File: config.mk
export PLATFORM = sky130hd
export DESIGN_NAME = asp_port
export DESIGN_NICKNAME = d
export VERILOG_FILES = /design/src/rtl/asp_pkg.sv /design/src/rtl/asp_fifo2.sv /design/src/rtl/asp_port.sv
export SDC_FILE = /design/constraint.sdc
export NUM_CORES = 1
export LEC_CHECK = 0
export BUFFER_PORTS_ARGS = -buffer_cell sky130_fd_sc_hd__buf_2
export CORE_MARGIN = 2
export CORE_UTILIZATION = 45
export CTS_CLUSTER_DIAMETER = 150
export DETAILED_ROUTE_END_ITERATION = 6
export MAX_ROUTING_LAYER = met4
export SLEW_MARGIN = 0
export SYNTH_ARGS = -nofsm -noshare
export SYNTH_HDL_FRONTEND = slang
export SYNTH_SLANG_ARGS = --single-unit
File: constraint.sdc
create_clock -name mclk -period 6.69 [get_ports mclk]
set_input_delay 1.338 -clock mclk [delete_from_list [all_inputs] [get_ports mclk]]
set_output_delay 1.338 -clock mclk [all_outputs]
set_load 0.01 [all_outputs]
File: src/rtl/asp_pkg.sv
package asp_pkg;

    typedef struct packed {
        logic [15:0] left;
        logic [15:0] right;
    } asp_stereo_s;

    localparam int          WORD_BITS      = 16;
    localparam logic [4:0]  WORD_BITS_C    = 5'(WORD_BITS);
    localparam logic [4:0]  WORD_LAST_C    = 5'(WORD_BITS - 1);

    localparam int          MCLK_HZ        = 50_000_000;
    localparam int          FS_48K_HZ      = 48_000;
    localparam int          FS_44K_HZ      = 44_100;
    localparam int          BITS_NARROW    = 32;
    localparam int          BITS_WIDE      = 50;
    localparam int          SLAVE_BCLK_MAX_HZ = 3_072_000;

    // fractional divider: half-period ticks at 2*fbclk = mclk * N / M
    localparam int          DIV_UNIT_HZ    = 100;
    localparam logic [19:0] DIV_DEN        = 20'(MCLK_HZ / DIV_UNIT_HZ);
    localparam logic [19:0] DIV_N_48_NARROW =
        20'(2 * FS_48K_HZ * BITS_NARROW / DIV_UNIT_HZ);
    localparam logic [19:0] DIV_N_48_WIDE  =
        20'(2 * FS_48K_HZ * BITS_WIDE / DIV_UNIT_HZ);
    localparam logic [19:0] DIV_N_44_NARROW =
        20'(2 * FS_44K_HZ * BITS_NARROW / DIV_UNIT_HZ);
    localparam logic [19:0] DIV_N_44_WIDE  =
        20'(2 * FS_44K_HZ * BITS_WIDE / DIV_UNIT_HZ);

    localparam logic [5:0]  HALF_NARROW    = 6'(BITS_NARROW / 2);
    localparam logic [5:0]  HALF_WIDE      = 6'(BITS_WIDE / 2);
    localparam logic [5:0]  LAST_NARROW    = 6'(BITS_NARROW - 1);
    localparam logic [5:0]  LAST_WIDE      = 6'(BITS_WIDE - 1);

    // least phase of the generated clock, percent of period
    localparam int          DUTY_MIN_PCT   = 35;
    localparam int          FAST_BCLK_HZ   = FS_48K_HZ * BITS_WIDE;
    localparam logic [7:0]  PHASE_MIN_CYC  = 8'((DUTY_MIN_PCT * MCLK_HZ
        + 100 * FAST_BCLK_HZ - 1) / (100 * FAST_BCLK_HZ));

    localparam logic [4:0]  RX_IDLE_CNT    = 5'(WORD_BITS);

endpackage : asp_pkg

File: src/rtl/asp_fifo2.sv
`timescale 1ns/1ps
`default_nettype none

module asp_fifo2 (
    input  wire logic                mclk,
    input  wire logic                nrst,
    input  wire logic                in_valid,
    output logic                     in_ready,
    input  wire asp_pkg::asp_stereo_s in_data,
    output logic                     out_valid,
    input  wire logic                out_ready,
    output asp_pkg::asp_stereo_s     out_data
);
    import asp_pkg::*;

    asp_stereo_s mem [2];
    logic        wr_ptr;
    logic        rd_ptr;
    logic [1:0]  count;
    logic        push;
    logic        pop;

    assign in_ready  = (count != 2'h2);
    assign out_valid = (count != 2'h0);
    assign out_data  = mem[rd_ptr];
    assign push      = in_valid && in_ready;
    assign pop       = out_valid && out_ready;

    always_ff @(posedge mclk or negedge nrst) begin
        if (!nrst) begin
            mem[0] <= '0;
            mem[1] <= '0;
        end else if (push) begin
            mem[wr_ptr] <= in_data;
        end
    end

    always_ff @(posedge mclk or negedge nrst) begin
        if (!nrst) begin
            wr_ptr <= 1'b0;
            rd_ptr <= 1'b0;
            count  <= 2'h0;
        end else begin
            if (push) wr_ptr <= ~wr_ptr;
            if (pop) rd_ptr <= ~rd_ptr;
            count <= 2'(count + {1'b0, push} - {1'b0, pop});
        end
    end
endmodule : asp_fifo2

`default_nettype wire

File: src/rtl/asp_port.sv
`timescale 1ns/1ps
`default_nettype none

// Behaviour
// - master drives clock and select; data out always
// - sixteen bits per channel word, msb first
// - sample msb aligned to word msb
// - msb one bit after select change, falling
// - left while select low, right high
// - master clock 32 or 50 bits per frame
// - master clock from fractional N/M divider
// - slave accepts external clock to 3.072 MHz
// - generated clock phases each at least 0.35T
// - exactly two channels, sixteen-bit samples
// - sample rate 44.1 kHz or 48 kHz
module asp_port (
    input  wire logic                 mclk,
    input  wire logic                 nrst,
    input  wire logic                 cfg_master,
    input  wire logic                 cfg_rate_44k,
    input  wire logic                 cfg_wide_frame,
    input  wire logic                 audio_bit_clock_in,
    output logic                      audio_bit_clock_out,
    output logic                      audio_bit_clock_oe,
    input  wire logic                 audio_word_select_in,
    output logic                      audio_word_select_out,
    output logic                      audio_word_select_oe,
    output logic                      audio_serial_out,
    input  wire logic                 audio_serial_in,
    input  wire logic                 tx_valid,
    output logic                      tx_ready,
    input  wire asp_pkg::asp_stereo_s tx_data,
    output logic                      tx_underrun,
    output logic                      rx_valid,
    output asp_pkg::asp_stereo_s      rx_data
);
    import asp_pkg::*;

    logic [19:0] div_acc;
    logic [19:0] div_step;
    logic [20:0] acc_sum;
    logic        tick;
    logic        gen_bclk;
    logic        gen_ws;
    logic [5:0]  bit_idx;
    logic [5:0]  next_bit_idx;
    logic [5:0]  half_len;
    logic [5:0]  frame_last;
    logic        bclk_s1, bclk_s2, bclk_s3;
    logic        ws_s1, ws_s2;
    logic        din_s1, din_s2;
    logic        rise_ev, fall_ev;
    logic        ws_line, din_line;
    logic        ws_r;
    logic        ws_chg;
    logic        load_pend;
    logic        load_ch;
    logic [15:0] tx_sh;
    logic [4:0]  tx_cnt;
    logic [15:0] hold_right;
    logic [15:0] next_word;
    logic        tx_pop;
    asp_stereo_s fifo_q;
    logic        fifo_valid;
    logic [15:0] rx_sh;
    logic [15:0] next_rx_sh;
    logic [4:0]  rx_cnt;
    logic        rx_started;
    logic        rx_word_ok;
    logic        left_ok;
    logic [15:0] rx_left;
    logic [7:0]  gap_cnt;

    // pin direction follows the mode; data out is never released
    assign audio_bit_clock_oe    = cfg_master;
    assign audio_word_select_oe  = cfg_master;
    assign audio_bit_clock_out   = gen_bclk;
    assign audio_word_select_out = gen_ws;

    always_comb begin
        case ({cfg_rate_44k, cfg_wide_frame})
            2'b00:   div_step = DIV_N_48_NARROW;
            2'b01:   div_step = DIV_N_48_WIDE;
            2'b10:   div_step = DIV_N_44_NARROW;
            default: div_step = DIV_N_44_WIDE;
        endcase
    end

    assign acc_sum = {1'b0, div_acc} + {1'b0, div_step};
    assign tick    = cfg_master && (acc_sum >= {1'b0, DIV_DEN});

    // phase accumulator keeps the long-run rate exact; each phase jitters
    // by one mclk cycle, well inside the duty margin
    always_ff @(posedge mclk or negedge nrst) begin
        if (!nrst) begin
            div_acc <= 20'h00000;
        end else if (!cfg_master) begin
            div_acc <= 20'h00000;
        end else if (tick) begin
            div_acc <= 20'(acc_sum - {1'b0, DIV_DEN});
        end else begin
            div_acc <= acc_sum[19:0];
        end
    end

    // toggling on every tick gives near-equal phases
    always_ff @(posedge mclk or negedge nrst) begin
        if (!nrst) begin
            gen_bclk <= 1'b0;
        end else if (!cfg_master) begin
            gen_bclk <= 1'b0;
        end else if (tick) begin
            gen_bclk <= ~gen_bclk;
        end
    end

    assign half_len   = cfg_wide_frame ? HALF_WIDE : HALF_NARROW;
    assign frame_last = cfg_wide_frame ? LAST_WIDE : LAST_NARROW;
    assign next_bit_idx = (bit_idx >= frame_last) ? 6'h00 :
                          6'(bit_idx + 6'h01);

    // select changes on the falling edge, low half first
    always_ff @(posedge mclk or negedge nrst) begin
        if (!nrst) begin
            bit_idx <= 6'h00;
            gen_ws  <= 1'b0;
        end else if (!cfg_master) begin
            bit_idx <= 6'h00;
            gen_ws  <= 1'b0;
        end else if (tick && gen_bclk) begin
            bit_idx <= next_bit_idx;
            gen_ws  <= (next_bit_idx >= half_len);
        end
    end

    // slave pins: two-stage synchronisers, edges taken after stage two
    always_ff @(posedge mclk or negedge nrst) begin
        if (!nrst) begin
            bclk_s1 <= 1'b0;
            bclk_s2 <= 1'b0;
            bclk_s3 <= 1'b0;
            ws_s1   <= 1'b0;
            ws_s2   <= 1'b0;
            din_s1  <= 1'b0;
            din_s2  <= 1'b0;
        end else begin
            bclk_s1 <= audio_bit_clock_in;
            bclk_s2 <= bclk_s1;
            bclk_s3 <= bclk_s2;
            ws_s1   <= audio_word_select_in;
            ws_s2   <= ws_s1;
            din_s1  <= audio_serial_in;
            din_s2  <= din_s1;
        end
    end

    // 3.072 MHz leaves over 8 mclk cycles per phase for edge detection
    assign rise_ev  = cfg_master ? (tick && !gen_bclk) :
                      (bclk_s2 && !bclk_s3);
    assign fall_ev  = cfg_master ? (tick && gen_bclk) :
                      (!bclk_s2 && bclk_s3);
    assign ws_line  = cfg_master ? gen_ws : ws_s2;
    assign din_line = cfg_master ? audio_serial_in : din_s2;
    assign ws_chg   = rise_ev && (ws_line != ws_r);

    always_ff @(posedge mclk or negedge nrst) begin
        if (!nrst) begin
            ws_r      <= 1'b0;
            load_pend <= 1'b0;
            load_ch   <= 1'b0;
        end else begin
            if (rise_ev) ws_r <= ws_line;
            if (ws_chg) begin
                load_pend <= 1'b1;
                load_ch   <= ws_line;
            end else if (fall_ev) begin
                load_pend <= 1'b0;
            end
        end
    end

    asp_fifo2 u_tx_buf (
        .mclk      (mclk),
        .nrst      (nrst),
        .in_valid  (tx_valid),
        .in_ready  (tx_ready),
        .in_data   (tx_data),
        .out_valid (fifo_valid),
        .out_ready (tx_pop),
        .out_data  (fifo_q)
    );

    // a frame is taken whole at the start of its left half, so the two
    // channels of one sample never split across frames
    assign tx_pop = fall_ev && load_pend && !load_ch;
    always_comb begin
        if (load_ch) begin
            next_word = hold_right;
        end else if (fifo_valid) begin
            next_word = fifo_q.left;
        end else begin
            next_word = 16'h0000;
        end
    end

    always_ff @(posedge mclk or negedge nrst) begin
        if (!nrst) begin
            tx_sh            <= 16'h0000;
            tx_cnt           <= WORD_BITS_C;
            hold_right       <= 16'h0000;
            audio_serial_out <= 1'b0;
            tx_underrun      <= 1'b0;
        end else begin
            tx_underrun <= tx_pop && !fifo_valid;
            if (tx_pop) begin
                hold_right <= fifo_valid ? fifo_q.right : 16'h0000;
            end
            if (fall_ev) begin
                if (load_pend) begin
                    audio_serial_out <= next_word[15];
                    tx_sh            <= {next_word[14:0], 1'b0};
                    tx_cnt           <= 5'h01;
                end else if (tx_cnt < WORD_BITS_C) begin
                    audio_serial_out <= tx_sh[15];
                    tx_sh            <= {tx_sh[14:0], 1'b0};
                    tx_cnt           <= 5'(tx_cnt + 5'h01);
                end else begin
                    audio_serial_out <= 1'b0;
                end
            end
        end
    end

    assign next_rx_sh = (rx_cnt < WORD_BITS_C) ?
                        {rx_sh[14:0], din_line} : rx_sh;
    // the bit taken at the select change is the last of the old word
    assign rx_word_ok = rx_started && (rx_cnt >= WORD_LAST_C);

    always_ff @(posedge mclk or negedge nrst) begin
        if (!nrst) begin
            rx_sh      <= 16'h0000;
            rx_cnt     <= RX_IDLE_CNT;
            rx_started <= 1'b0;
            left_ok    <= 1'b0;
            rx_left    <= 16'h0000;
            rx_data    <= '0;
            rx_valid   <= 1'b0;
        end else begin
            rx_valid <= 1'b0;
            if (rise_ev) begin
                rx_sh <= next_rx_sh;
                if (ws_chg) begin
                    rx_cnt     <= 5'h00;
                    rx_started <= 1'b1;
                    if (!ws_r) begin
                        rx_left <= next_rx_sh;
                        left_ok <= rx_word_ok;
                    end else begin
                        left_ok <= 1'b0;
                        if (left_ok && rx_word_ok) begin
                            rx_data  <= '{left: rx_left, right: next_rx_sh};
                            rx_valid <= 1'b1;
                        end
                    end
                end else if (rx_cnt < WORD_BITS_C) begin
                    rx_cnt <= 5'(rx_cnt + 5'h01);
                end
            end
        end
    end

    always_ff @(posedge mclk or negedge nrst) begin
        if (!nrst) begin
            gap_cnt <= 8'hFF;
        end else if (!cfg_master) begin
            gap_cnt <= 8'hFF;
        end else if (tick) begin
            gap_cnt <= 8'h00;
        end else if (gap_cnt != 8'hFF) begin
            gap_cnt <= 8'(gap_cnt + 8'h01);
        end
    end
endmodule : asp_port

`default_nettype wire

; After elaboration in Yosys (flattened, before gate mapping)
; Index checks and enable logic that the tools add are counted.
[word_totals]
reg_bits = 217
input_bits = 41
word_cells = 132
[classes]
add_sub_neg = 7
order_cmp = 9
eq_ne = 6
mux = 41
bitwise = 6
reduce_logical = 29
[ops]
columns = cell, n
row1 = 32-bit two-way mux, 4
row2 = 16-bit two-way mux, 6
row3 = 64-bit bitwise mux, 1
row4 = 16-bit case mux with 3 select lines, 1
row5 = 20-bit two-way mux, 2
row6 = 32-bit demux with 1-bit select, 1
row7 = 6-bit two-way mux, 4
row8 = 20-bit by 16-bit adder with 21-bit output, 1
row9 = 21-bit by 19-bit greater-or-equal comparator with 1-bit output (second input constant), 1
row10 = 5-bit two-way mux, 4
row11 = 20-bit by 19-bit subtractor with 20-bit output (second input constant), 1
row12 = 1-bit two-way mux, 17
row13 = 1-bit logical AND, 14
row14 = 5-bit by 1-bit adder with 5-bit output (second input constant), 2
row15 = 5-bit less-than comparator (second input constant), 2
row16 = 2-bit nonzero test, 4
row17 = 6-bit by 1-bit adder with 6-bit output (second input constant), 1
row18 = 6-bit by 5-bit greater-or-equal comparator with 1-bit output, 1
row19 = 6-bit greater-or-equal comparator, 1
row20 = 2-bit AND reduction, 3
row21 = 5-bit by 4-bit greater-or-equal comparator with 1-bit output (second input constant), 1
row22 = 1-bit logical NOT, 5
row23 = 2-bit greater-or-equal comparator (second input constant), 2
row24 = 4-bit two-way mux, 1
row25 = other kinds (13), 18

; Depth between registers and ports, before layout
; Gate-level depths: netlist of run 1.
[logic_depth]
depth_word = 11
ltp_mapped = 23
mapped_depth_nobuf = 21

; By module
; From an unflattened synthesis of run 1, not the netlist that was laid out.
[hier_totals]
cells_unflattened = 898
area_unflattened_um2 = 11160.7
[by_module_without_submodules]
columns = module, n_inst, cells_per_inst, area_per_inst_um2, seq_area_each_um2
row1 = asp_port, 1, 709, 7882.6, 3656.0
row2 = asp_fifo2, 1, 189, 3278.1, 1701.6

; Worst setup path before layout of run 1
; No wires, ideal clock.
[synth_timing]
path_type = in2reg
start = input cfg_wide_frame
end = register u_tx_buf.count[1]
setup_ns = 0.123
arrival_time_ns = 5.328
required_ns = 6.567
setup_slack_ns = 1.239
cell_stages = 22
path_cell_list = inv_1 -> ha_1 -> or2_2 -> ha_1 -> buf_6 -> a211o_1 -> a21o_1 -> or3_1 -> o221a_1 -> o21ai_0 -> a21oi_2 -> o21bai_4 -> a31o_1 -> buf_4 -> nand3_2 -> buf_4 -> inv_1 -> ha_1 -> inv_1 -> ha_1 -> xnor2_1 -> xnor2_1
[synth_between]
elab_chain_len = 11
word_cells_on_any_way = 13
[synth_rtl]
columns = item, line_no
row1 = start: declaration, asp_port.sv:21  ; input wire logic cfg_wide_frame,
row2 = 2-bit equality test (tied with other cells), asp_port.sv:81  ; case ({cfg_rate_44k, cfg_wide_frame})
row3 = 16-bit case mux with 3 select lines (*), asp_port.sv:81
row4 = 20-bit by 16-bit adder with 21-bit output (*), asp_port.sv:89  ; assign acc_sum = {1'b0, div_acc} + {1'b0, div_step};
row5 = 21-bit by 19-bit greater-or-equal comparator with 1-bit output (*), asp_port.sv:90  ; assign tick = cfg_master && (acc_sum >= {1'b0, DIV_DEN});
row6 = 1-bit logical AND (*), asp_port.sv:90
row7 = 1-bit logical AND (*), asp_port.sv:160  ; assign fall_ev = cfg_master ? (tick && gen_bclk) :
row8 = 1-bit two-way mux (*), asp_port.sv:160
row9 = 1-bit logical AND (*) (2 in a row), asp_port.sv:195  ; assign tx_pop = fall_ev && load_pend && !load_ch;
row10 = 1-bit logical AND (*), asp_fifo2.sv:27  ; assign pop = out_valid && out_ready;
row11 = named net u_tx_buf.pop, asp_fifo2.sv:21  ; logic pop;
row12 = 2-bit by 1-bit subtractor with 2-bit output (*), asp_fifo2.sv:46  ; count <= 2'(count + {1'b0, push} - {1'b0, pop});
row13 = end signal: assignment, asp_fifo2.sv:46
row14 = end: declaration, asp_fifo2.sv:19  ; logic [1:0] count;
; Mark *: on every way through the listed nets, which the timed path passes. The rest lies on a longest branch.
; A chain may end at the register's enable or synchronous reset.

; Final worst setup path of run 1
; Same ends and word-level chain as after synthesis.

==> results of run 1 <==
==> power by group <==
part / internal (W) / switching, W
clock: 0.000744 / 0.000517
sequential: 0.00171 / 0.000338
combinational: 0.000738 / 0.000721
total: 0.00319 / 0.00158
==> cell usage in the layout, fill, tap and decap left out, types with 17 or more instances in the layout <==
cell type	netlist	final
dfrtp_1	212	211
o21ai_0	103	103
nand2_1	82	82
mux2_2	80	80
buf_2	6	79
mux2i_1	50	50
nor2_1	38	37
ha_1	28	28
a21oi_1	25	24
clkbuf_16	0	24
xnor2_1	21	21
inv_1	19	19
o211ai_1	17	17
==> kinds of logic (layout without fill, tap and decap cells) <==
family | count (synthesis) | in the layout | synth area share (%)
AO/OA/AOI/OAI | 212 | 212 | 13.2
XOR/XNOR | 32 | 32 | 2.72
adder cells (fa/ha/maj) | 28 | 28 | 3.40
buffers and inverters | 71 | 158 | 3.14
flip-flops | 214 | 214 | 51.9
multiplexers | 144 | 144 | 15.6
other | 0 | 1 | 0
AND/OR/NAND/NOR | 206 | 206 | 9.96
==> final cells by class <==
class | count | area [um^2] | area share [%]
flip-flops and latches | 214 | 5360 | 45.8
multi-input cells | 622 | 4640 | 39.6
clock buffers | 34 | 678 | 5.79
repair buffers | 94 | 515 | 4.40
well taps | 285 | 357 | 3.05
clock inverters | 9 | 81.3 | 0.695
inverters | 21 | 78.8 | 0.673
diodes | 1 | 2.50 | 0.0214
==> critical path: stages <==
cell,delay (ns)
buf_2,0.17
inv_1,0.13
ha_1,0.19
or2_2,0.30
ha_1,0.41
a211o_1,0.34
a21o_1,0.20
or3_1,0.33
o221a_1,0.26
o21ai_0,0.33
a21oi_2,0.12
o21bai_4,0.32
a31o_1,0.31
nand3_2,0.07
buf_4,0.22
inv_1,0.06
ha_1,0.28
inv_1,0.04
ha_1,0.18
xnor2_1,0.16
xnor2_1,0.13
==> through the flow <==
stage / hold WS (ns) / cell area, um^2 / utilization (%) / instances / total power (W)
CTS: 0.350 / 11700 / 51.9 / 1279 / 0.00482
detailed placement: 0.337 / 10900 / 48.5 / 1236 / 0.00354
floorplan: 0.331 / 10300 / - / 907 / 0.00311
global placement: 0.334 / 10900 / 48.5 / 1236 / 0.00350
global route: 0.356 / 11700 / 51.9 / 1280 / 0.00508
finish: 0.346 / 11700 / 51.9 / 1280 / 0.00477
==> worst paths after layout <==
check	startpoint	end	slack, ns
min in group asynchronous	nrst	rx_left[11]	0.84
max in group asynchronous	nrst	u_tx_buf.mem[54]	4.56
min	ws_s1	ws_s2	0.35
max	cfg_wide_frame	u_tx_buf.count[1]	1.22
min reg2reg	ws_s1	ws_s2	0.35
max reg2reg	div_acc[2]	rx_sh[6]	2.37
==> routing by layer <==
metal / part of all wire [%] / vias up
met5: 0 / -
met3: 3.2 / 24
met2: 45 / 107
met4: 1.5 / 0
met1: 50 / 3404
li1: - / 3392
==> flip-flops by register name (all words and copies together), names as in the netlist, 2 cells and up <==
register / flops
div_acc: 18
bit_idx: 6
tx_sh: 15
u_tx_buf.mem: 64
rx_left: 16
hold_right: 16
rx_sh: 16
tx_cnt: 5
u_tx_buf.count: 2
rx_data: 32
rx_cnt: 5
==> flow_metrics.tcl, run 1 <==
set metrics [dict create \
    r2r_cells 14 \
    synth_top_area_share_pct 51.4 \
    postCtsResizedCells 0 \
    cts.sinks 214 \
    synth-main-ff-cell "dfrtp_1" \
    crit_type "input port to flip-flop" \
    tightest_slew_ns 1.16 \
    dr.pass1.iters 5 \
    synth_edf_count 0 \
    startpoint_type "input port" \
    clk_latency_ns 0.51 \
    synth_seq_cells 214 \
    grt_max_degree 92 \
    synth_top_cell_by_area "dfrtp_1" \
    status "finished clean" \
    use_met2_pct 26.8 \
    worst_setup_path_end_kind "flip-flop" \
    hold_path.class "flip-flop to flip-flop" \
    vias 6927 \
    yosysMostFrequentCell "dfrtp_1" \
    fillers 2044 \
    drt-vias-per-instance 5.41 \
    cts_root_buffer "clkbuf_16" \
    grt_usage_pct 18.3 \
    place_ws_ns 0.702 \
    antenna_left 0 \
    path_clk_slew_ns 0.06 \
    die_w_um 155 \
    cts.path.max_buffers 3 \
    grt_pass1_wl_mm 35.1 \
    busiest_layer "met1" \
    numCtsBuffers 24 \
    gp_congestion 0.829 \
    cts_tree "built" \
    start_util_pct 45.7 \
    worstHoldPathCells 0 \
    finalClockSkew_ns 0.0117 \
    maxCapViolCount 0 \
    tns_ns 0 \
    setup_viol 0 \
    final_nets 1046 \
    synth_cell_types 77 \
    hpwl_mm 14.2 \
    critPathArrivalTime_ns 5.91 \
    grt_pass1_vias 6788 \
    die_y_um 155 \
    synthCells 907 \
    drt_iter0_markers 361 \
    ir_drop_mv 0.190 \
    yosys-top-cells-area "dfrtp_1, mux2_2, o21ai_0, mux2i_1, ha_1" \
    syn_area_um2 10300 \
    crit_fanout 22 \
    hold_viol_final 0 \
    finalMaxSlewViolations 0 \
    post-route-period-util_pct 81.8 \
    slew_headroom_pct 22.9 \
    overflow 0 \
    antenna_found_initial 1 \
    drive_gt1_share_pct 24.5 \
    post-cts-setup-buffers 0 \
    syn_area_per_cell_um2 11.4 \
    syn_nets 976 \
    drt_wl_total_mm 21.3 \
    p_per_area_nw_per_um2 407 \
    io_buffers 80 \
    syn_to_final_growth_pct 13.5 \
    route.detailed.drc 0 \
    grtUsageMet3_pct 2.76 \
    timing.fmax_mhz 183 \
    die_area_um2 24100 \
    rows 55 \
    ys_warn_count 0 \
    required_ns 7.13 \
    netlist_top_cells_count "dfrtp_1, o21ai_0, nand2_1, mux2_2, mux2i_1" \
    io_pins 81 \
    htreeDepth 1 \
    cts_hold_buf 0 \
    grtUsageMet1_pct 27.0 \
    synth-seq-area-share_pct 51.9 \
    p_leak_nw 5.48 \
    setup_slack_ns 1.22 \
    wl_per_cell_um 16.6 \
    grt_setup_unrepaired "false" \
    ys_async_sr_fraction_pct 100 \
    fin_crit_ns 5.47 \
    core-area_um2 22600 \
]
Note: power is estimated with default switching activity, not from simulation.
==> inputs of run 2 (changes only) <==
--- a/config.mk
+++ b/config.mk
@@ -11,6 +11,7 @@
 export CTS_CLUSTER_DIAMETER = 150
 export DETAILED_ROUTE_END_ITERATION = 6
 export MAX_ROUTING_LAYER = met4
+export PLACE_DENSITY = 0.65
 export SLEW_MARGIN = 0
 export SYNTH_ARGS = -nofsm -noshare
 export SYNTH_HDL_FRONTEND = slang
==> constraint.sdc (replaced) <==
create_clock -name mclk -period 4.6 [get_ports mclk]
set_input_delay 0.92 -clock mclk [delete_from_list [all_inputs] [get_ports mclk]]
set_output_delay 0.92 -clock mclk [all_outputs]
set_load 0.01 [all_outputs]
==> run 2 against run 1 <==
Total power grew 47%. Worst hold slack gained 0.0055 ns. Setup slack lost 0.80 ns. Design area grew 2.8%. Combinational power grew 54%. Sequential share of layout area shrank 1.2 points. Utilization grew 1.4 points. Largest cell class unchanged.
==> flow_metrics.tcl, run 2 (synthesized netlist as in run 1, its figures left out) <==
set metrics [dict create \
    tns_ns 0 \
    p_leak_nw 5.62 \
    fin_crit_ns 4.19 \
    place_ws_ns -0.0578 \
    route.detailed.drc 0 \
    largest_register_ffs 64 \
    power_frac_clock_pct 25.0 \
    critical_path.slowest_cell "nor3_1" \
    n_antenna_cell 0 \
    crit_fanout 5 \
    critPathMaxStageDelay_ns 0.46 \
    final_nets 1074 \
    hpwl_mm 14.6 \
    ff_latch_area_um2 5360 \
    clk_latency_ns 0.51 \
    hold_viol_final 0 \
    cts_root_buffer "clkbuf_16" \
    largestRegisters "u_tx_buf.mem: 64 flops, rx_data: 32 flops, div_acc: 18 flops" \
    io_pins 81 \
    final_common_cell "dfrtp_1" \
    multi_input_area_um2 4730 \
    finalClockSkew_ns 0.0167 \
    post-route-period-util_pct 91.0 \
    cts_tree "built" \
    grt_pass1_vias 6973 \
    p_per_area_nw_per_um2 581 \
    core-area_um2 22600 \
    grt_usage_pct 18.9 \
    vias 7018 \
    numCtsBuffers 23 \
    gp_congestion 0.836 \
    ff2ff_setup_slack_ns 0.95 \
    drt-vias-per-instance 5.39 \
    drt_iter0_markers 491 \
    dr.pass1.iters 4 \
    die_y_um 155 \
    antenna_found_initial 0 \
    cts_hold_buf 0 \
    grt_setup_unrepaired "false" \
    wl_per_cell_um 16.5 \
    syn_to_final_growth_pct 16.7 \
    rows 55 \
    regMostFlops "u_tx_buf.mem" \
    p_int_w 0.00470 \
    maxCapViolCount 0 \
    drt_wl_total_mm 21.5 \
    grt_pass1_wl_mm 36.2 \
    cts.sinks 214 \
    required_ns 4.98 \
    postCtsResizedCells 0 \
    grt_max_degree 102 \
    startpoint_type "input port" \
    timing.fmax_mhz 239 \
    fillers 1925 \
    setup_viol 0 \
    cp_common_cell "ha_4" \
    path_cells "buf_2, inv_4, ha_4, or2_4, ha_1, nand3_1, nor3_1, o21a_1, o221a_1, o2111a_1, a21oi_2, o21bai_4, a31o_1, nand3_4, inv_2, ha_4, inv_2, ha_4, xnor2_2, xnor2_1" \
    final_cell_mix "dfrtp_1, o21ai_0, nand2_1" \
    drive_gt1_share_pct 27.4 \
    seqPwrFrac_pct 42.9 \
    crit_type "input port to flip-flop" \
    cts.path.max_buffers 3 \
    post-cts-setup-buffers 0 \
    setup_slack_ns 0.413 \
    antenna_left 0 \
    ir_drop_mv 0.364 \
    io_buffers 80 \
    tightest_slew_ns 1.16 \
    worst_setup_path_end_kind "flip-flop" \
    slew_headroom_pct 22.4 \
    die_w_um 155 \
    path_clk_slew_ns 0.06 \
    hold_path.class "flip-flop to flip-flop" \
    p_switching_w 0.00229 \
    status "finished clean" \
    p_sw_share_pct 32.8 \
    power_frac_comb_pct 32.1 \
    htreeDepth 1 \
    finalMaxSlewViolations 0 \
    die_area_um2 24100 \
    overflow 0 \
    start_util_pct 45.7 \
    critPathArrivalTime_ns 4.57 \
]
==> run 2: per-stage QoR <==
step | instance area (um^2) | power [W] | std cells | hold WS (ns) | utilization [%]
finish | 12000 | 0.00699 | 1303 | 0.352 | 53.3
global route | 12000 | 0.00749 | 1303 | 0.365 | 53.3
CTS | 12000 | 0.00706 | 1303 | 0.354 | 53.3
detailed placement | 11300 | 0.00528 | 1265 | 0.340 | 50.2
global placement | 11300 | 0.00523 | 1265 | 0.335 | 50.2
floorplan | 10400 | 0.00457 | 907 | 0.331 | -
==> run 2: worst max-delay path: cells and delay by family <==
| kind | cells | cell delay [ns] |
|---|---|---|
| AOI/OAI and AO/OA | 6 | 1.24 |
| and+or+nand+nor | 4 | 0.95 |
| adders and majority gates | 4 | 0.91 |
| buffers and inverters | 4 | 0.29 |
| xor gates and xnor gates | 2 | 0.25 |
==> run 2: power by group through the flow <==
stage / clock network [W] / registers (W) / logic [W]
2_1_floorplan: 0 / 0.00277 / 0.00180
3_3_place_gp: 0 / 0.00301 / 0.00222
3_5_place_dp: 0 / 0.00303 / 0.00226
4_1_cts: 0.00179 / 0.00300 / 0.00227
5_1_grt: 0.00188 / 0.00310 / 0.00251
6_report: 0.00175 / 0.00300 / 0.00225
==> run 2: cell type report <==
type,instances,area share (%)
Tap cell,285,2.96
Clock inverter,4,0.374
Multi-Input combinational cell,622,39.3
Inverter,21,0.676
Clock buffer,34,5.46
Sequential cell,214,44.5
Timing Repair Buffer,123,6.72
==> run 2: worst paths after layout <==
check	start	to	cells after the start
setup / recovery	cfg_wide_frame	u_tx_buf.count[1]	20
hold / removal	ws_s1	ws_s2	0
setup reg to reg	div_acc[2]	u_tx_buf.count[1]	19
hold reg to reg	ws_s1	ws_s2	0
max in group asynchronous	nrst	tx_cnt[4]	2
min in group asynchronous	nrst	rx_data[13]	1
==> run 2: metal layers <==
metal / share of wire [%] / track usage (%) / wire [um]
met3: 3.3 / 2.53 / 708
met2: 45 / 28.0 / 9600
met4: 1.7 / 4.37 / 368
met5: 0 / - / 0
met1: 50 / 27.8 / 10900
==> inputs of run 3 (changes only) <==
--- a/config.mk
+++ b/config.mk
@@ -5,14 +5,14 @@
 export SDC_FILE = /design/constraint.sdc
 export NUM_CORES = 1
 export LEC_CHECK = 0
+export ABC_AREA = 1
 export BUFFER_PORTS_ARGS = -buffer_cell sky130_fd_sc_hd__buf_2
 export CORE_MARGIN = 2
 export CORE_UTILIZATION = 45
 export CTS_CLUSTER_DIAMETER = 150
 export DETAILED_ROUTE_END_ITERATION = 6
 export MAX_ROUTING_LAYER = met4
-export PLACE_DENSITY = 0.65
-export SLEW_MARGIN = 0
 export SYNTH_ARGS = -nofsm -noshare
 export SYNTH_HDL_FRONTEND = slang
 export SYNTH_SLANG_ARGS = --single-unit
+export TNS_END_PERCENT = 100
==> run 3 against run 2 <==
Utilization shrank 1.0 points. Critical path type unchanged. Area after synthesis grew 5.1%. Largest cell class unchanged. Total power grew 7.3%.
==> flow_metrics.tcl, run 3 <==
set metrics [dict create \
    grt_max_degree 97 \
    synth_top_area_share_pct 48.9 \
    yosysMostFrequentCell "nand2_1" \
    p_switching_w 0.00288 \
    synth_cell_types 43 \
    fin_crit_ns 3.96 \
    critPathArrivalTime_ns 4.37 \
    yosys-top-cells-area "dfrtp_1, nand2_1, o21ai_0, nand4_1, inv_1" \
    tns_ns 0 \
    numCtsBuffers 25 \
    syn_nets 1430 \
    route.detailed.drc 0 \
    utilization_pct 52.3 \
    ff_latch_area_um2 5360 \
    maxCapViolCount 0 \
    seqPwrFrac_pct 40.2 \
    netlist_top_cells_count "nand2_1, dfrtp_1, inv_1, o21ai_0, nand4_1" \
    wl_per_cell_um 14.2 \
    cts_tree "built" \
    tightest_slew_ns 1.08 \
    multi_input_area_um2 4650 \
    ir_drop_mv 0.299 \
    core-area_um2 23500 \
    hpwl_mm 16.8 \
    grt_usage_pct 20.5 \
    critical_path.slowest_cell "ha_1" \
    grt_setup_unrepaired "false" \
    critPathMaxStageDelay_ns 0.34 \
    setup_viol 0 \
    required_ns 5.01 \
    path_buf_inv 4 \
    p_sw_share_pct 38.4 \
    antenna_found_initial 0 \
    n_antenna_cell 0 \
    cp_top_family "simple AND/OR/NAND/NOR gates" \
    ys_warn_count 0 \
    io_buffers 80 \
    gp_congestion 0.895 \
    largest_register_ffs 64 \
    grt_pass1_wl_mm 42.2 \
    regMostFlops "u_tx_buf.mem" \
    overflow 0 \
    slew_headroom_pct 27.8 \
    place_inst 1707 \
    final_nets 1484 \
    hold_viol_final 0 \
    timing.fmax_mhz 252 \
    hold_path.class "flip-flop to flip-flop" \
    synth_seq_cells 214 \
    crit_fanout 9 \
    grt_pass1_vias 8293 \
    syn_area_per_cell_um2 7.97 \
    largestRegisters "u_tx_buf.mem: 64 flops, rx_data: 32 flops, div_acc: 18 flops" \
    ys_async_sr_fraction_pct 100 \
    synth_top_cell_by_area "dfrtp_1" \
    synth_edf_count 0 \
    antenna_left 0 \
    worstHoldPathCells 0 \
    power_frac_comb_pct 33.0 \
    cts.sinks 214 \
    finalClockSkew_ns 0.0161 \
    clk_latency_ns 0.53 \
    status "finished clean" \
    worst-path-stages 26 \
    fillers 2347 \
    cts.path.max_buffers 3 \
    power_frac_clock_pct 26.9 \
    p_leak_nw 6.51 \
    dr.pass1.iters 5 \
    synth-seq-area-share_pct 49.4 \
    post-cts-setup-buffers 0 \
    io_pins 81 \
    syn_area_um2 10800 \
    syn_to_final_growth_pct 13.6 \
    cp_common_cell "nand2_2" \
    timing.hold.ws_ns 0.342 \
    synthCells 1361 \
    final_common_cell "nand2_1" \
    drt_wl_total_mm 24.9 \
    startpoint_type "input port" \
    fin_cells 1752 \
    htreeDepth 1 \
    postCtsResizedCells 0 \
    drt-vias-per-instance 5.04 \
    finalMaxSlewViolations 0 \
    p_int_w 0.00463 \
    vias 8826 \
    drt_iter0_markers 621 \
    crit_type "input port to flip-flop" \
    cts_hold_buf 0 \
    p_per_area_nw_per_um2 610 \
    start_util_pct 46.1 \
    die_w_um 159 \
    drive_gt1_share_pct 13.6 \
    cts_root_buffer "clkbuf_16" \
    die_area_um2 25300 \
    final_cell_mix "nand2_1, dfrtp_1, inv_1" \
    p_total_w 0.00751 \
    rows 56 \
    synth-main-ff-cell "dfrtp_1" \
    worst_setup_path_end_kind "flip-flop" \
    r2r_cells 23 \
    die_y_um 159 \
    path_clk_slew_ns 0.06 \
    post-route-period-util_pct 86.1 \
]
## run 3: cell count changes after synthesis, moves of 17 or more
cell and change:
o21ai_0 +19, nand4_1 +74, nand3_1 +25, o211ai_1 -17, a22oi_1 +18, nand2_2 +19
nor2_1 +25, inv_1 +109, xnor2_1 -18, mux2i_1 -50, mux2_2 -80, nand2_1 +394
## run 3: final timing paths
kind	start	to	slack, ns
worst max register to register	div_acc[2]	u_tx_buf.count[1]	1.22
worst min register to register	bclk_s1	bclk_s2	0.34
worst max-delay path	cfg_wide_frame	u_tx_buf.count[1]	0.64
worst min-delay path	bclk_s1	bclk_s2	0.34
max in group asynchronous	nrst	u_tx_buf.mem[9]	3.34
min in group asynchronous	nrst	div_acc[8]	0.40
## run 3: power by group through the flow
| stage | Combinational, W | Clock, W | Sequential (W) |
|---|---|---|---|
| after floorplan | 0.00193 | 0 | 0.00288 |
| after global placement | 0.00245 | 0 | 0.00303 |
| after detailed placement | 0.00248 | 0 | 0.00304 |
| after CTS | 0.00249 | 0.00207 | 0.00301 |
| after global routing | 0.00285 | 0.00215 | 0.00311 |
| final | 0.00247 | 0.00202 | 0.00302 |
## run 3: final cells by class
cell class	count	share of cell area [%]
flip-flops and latches	214	43.5
multi-input cells	944	37.8
clock buffers	34	5.68
repair buffers	97	4.57
inverters	133	4.05
well taps	319	3.24
clock inverters	11	1.13
## run 3: cell families (layout without fill, tap and decap cells)
logic type	Yosys count	after routing	share of synthesized area, %
DFF	214	214	49.4
buffers and inverters	203	275	7.72
xor gates and xnor gates	11	11	0.889
and+or+nand+nor	703	703	28.3
AOI/OAI and AO/OA	202	202	10.5
adders and majority gates	28	28	3.23
## run 3: worst register-to-register path: stages, from the launching register on
cell,delay [ns]
dfrtp_1,0.36
ha_1,0.24
ha_1,0.23
nand2_1,0.14
nor2_2,0.06
xnor2_1,0.25
ha_1,0.24
nand3_1,0.08
nand2_1,0.06
inv_1,0.07
nor2_4,0.11
nand2_2,0.08
nand2_2,0.07
nand2_2,0.06
nand2_2,0.10
nand3_4,0.10
nand3_4,0.14
nand2_4,0.10
nand3_1,0.10
inv_1,0.06
ha_1,0.27
inv_1,0.04
ha_1,0.18
xnor2_1,0.12
## run 3: through the flow
step                setup slack [ns]  instance area [um^2]
finish                         0.638                 12300
global route                   0.292                 12300
CTS                            0.665                 12300
detailed placement             0.123                 11500
global placement               0.206                 11500
floorplan                      0.695                 10800
## run 3: per-layer routing
layer  GRT usage [%]  part of all wire, %  vias to the layer above
met1            28.3                   49                     4099
met3            2.40                  3.5                       31
li1                -                    -                     4518
met2            32.6                   46                      178
met4            4.50                  2.0                        0
met5               -                    0                        -
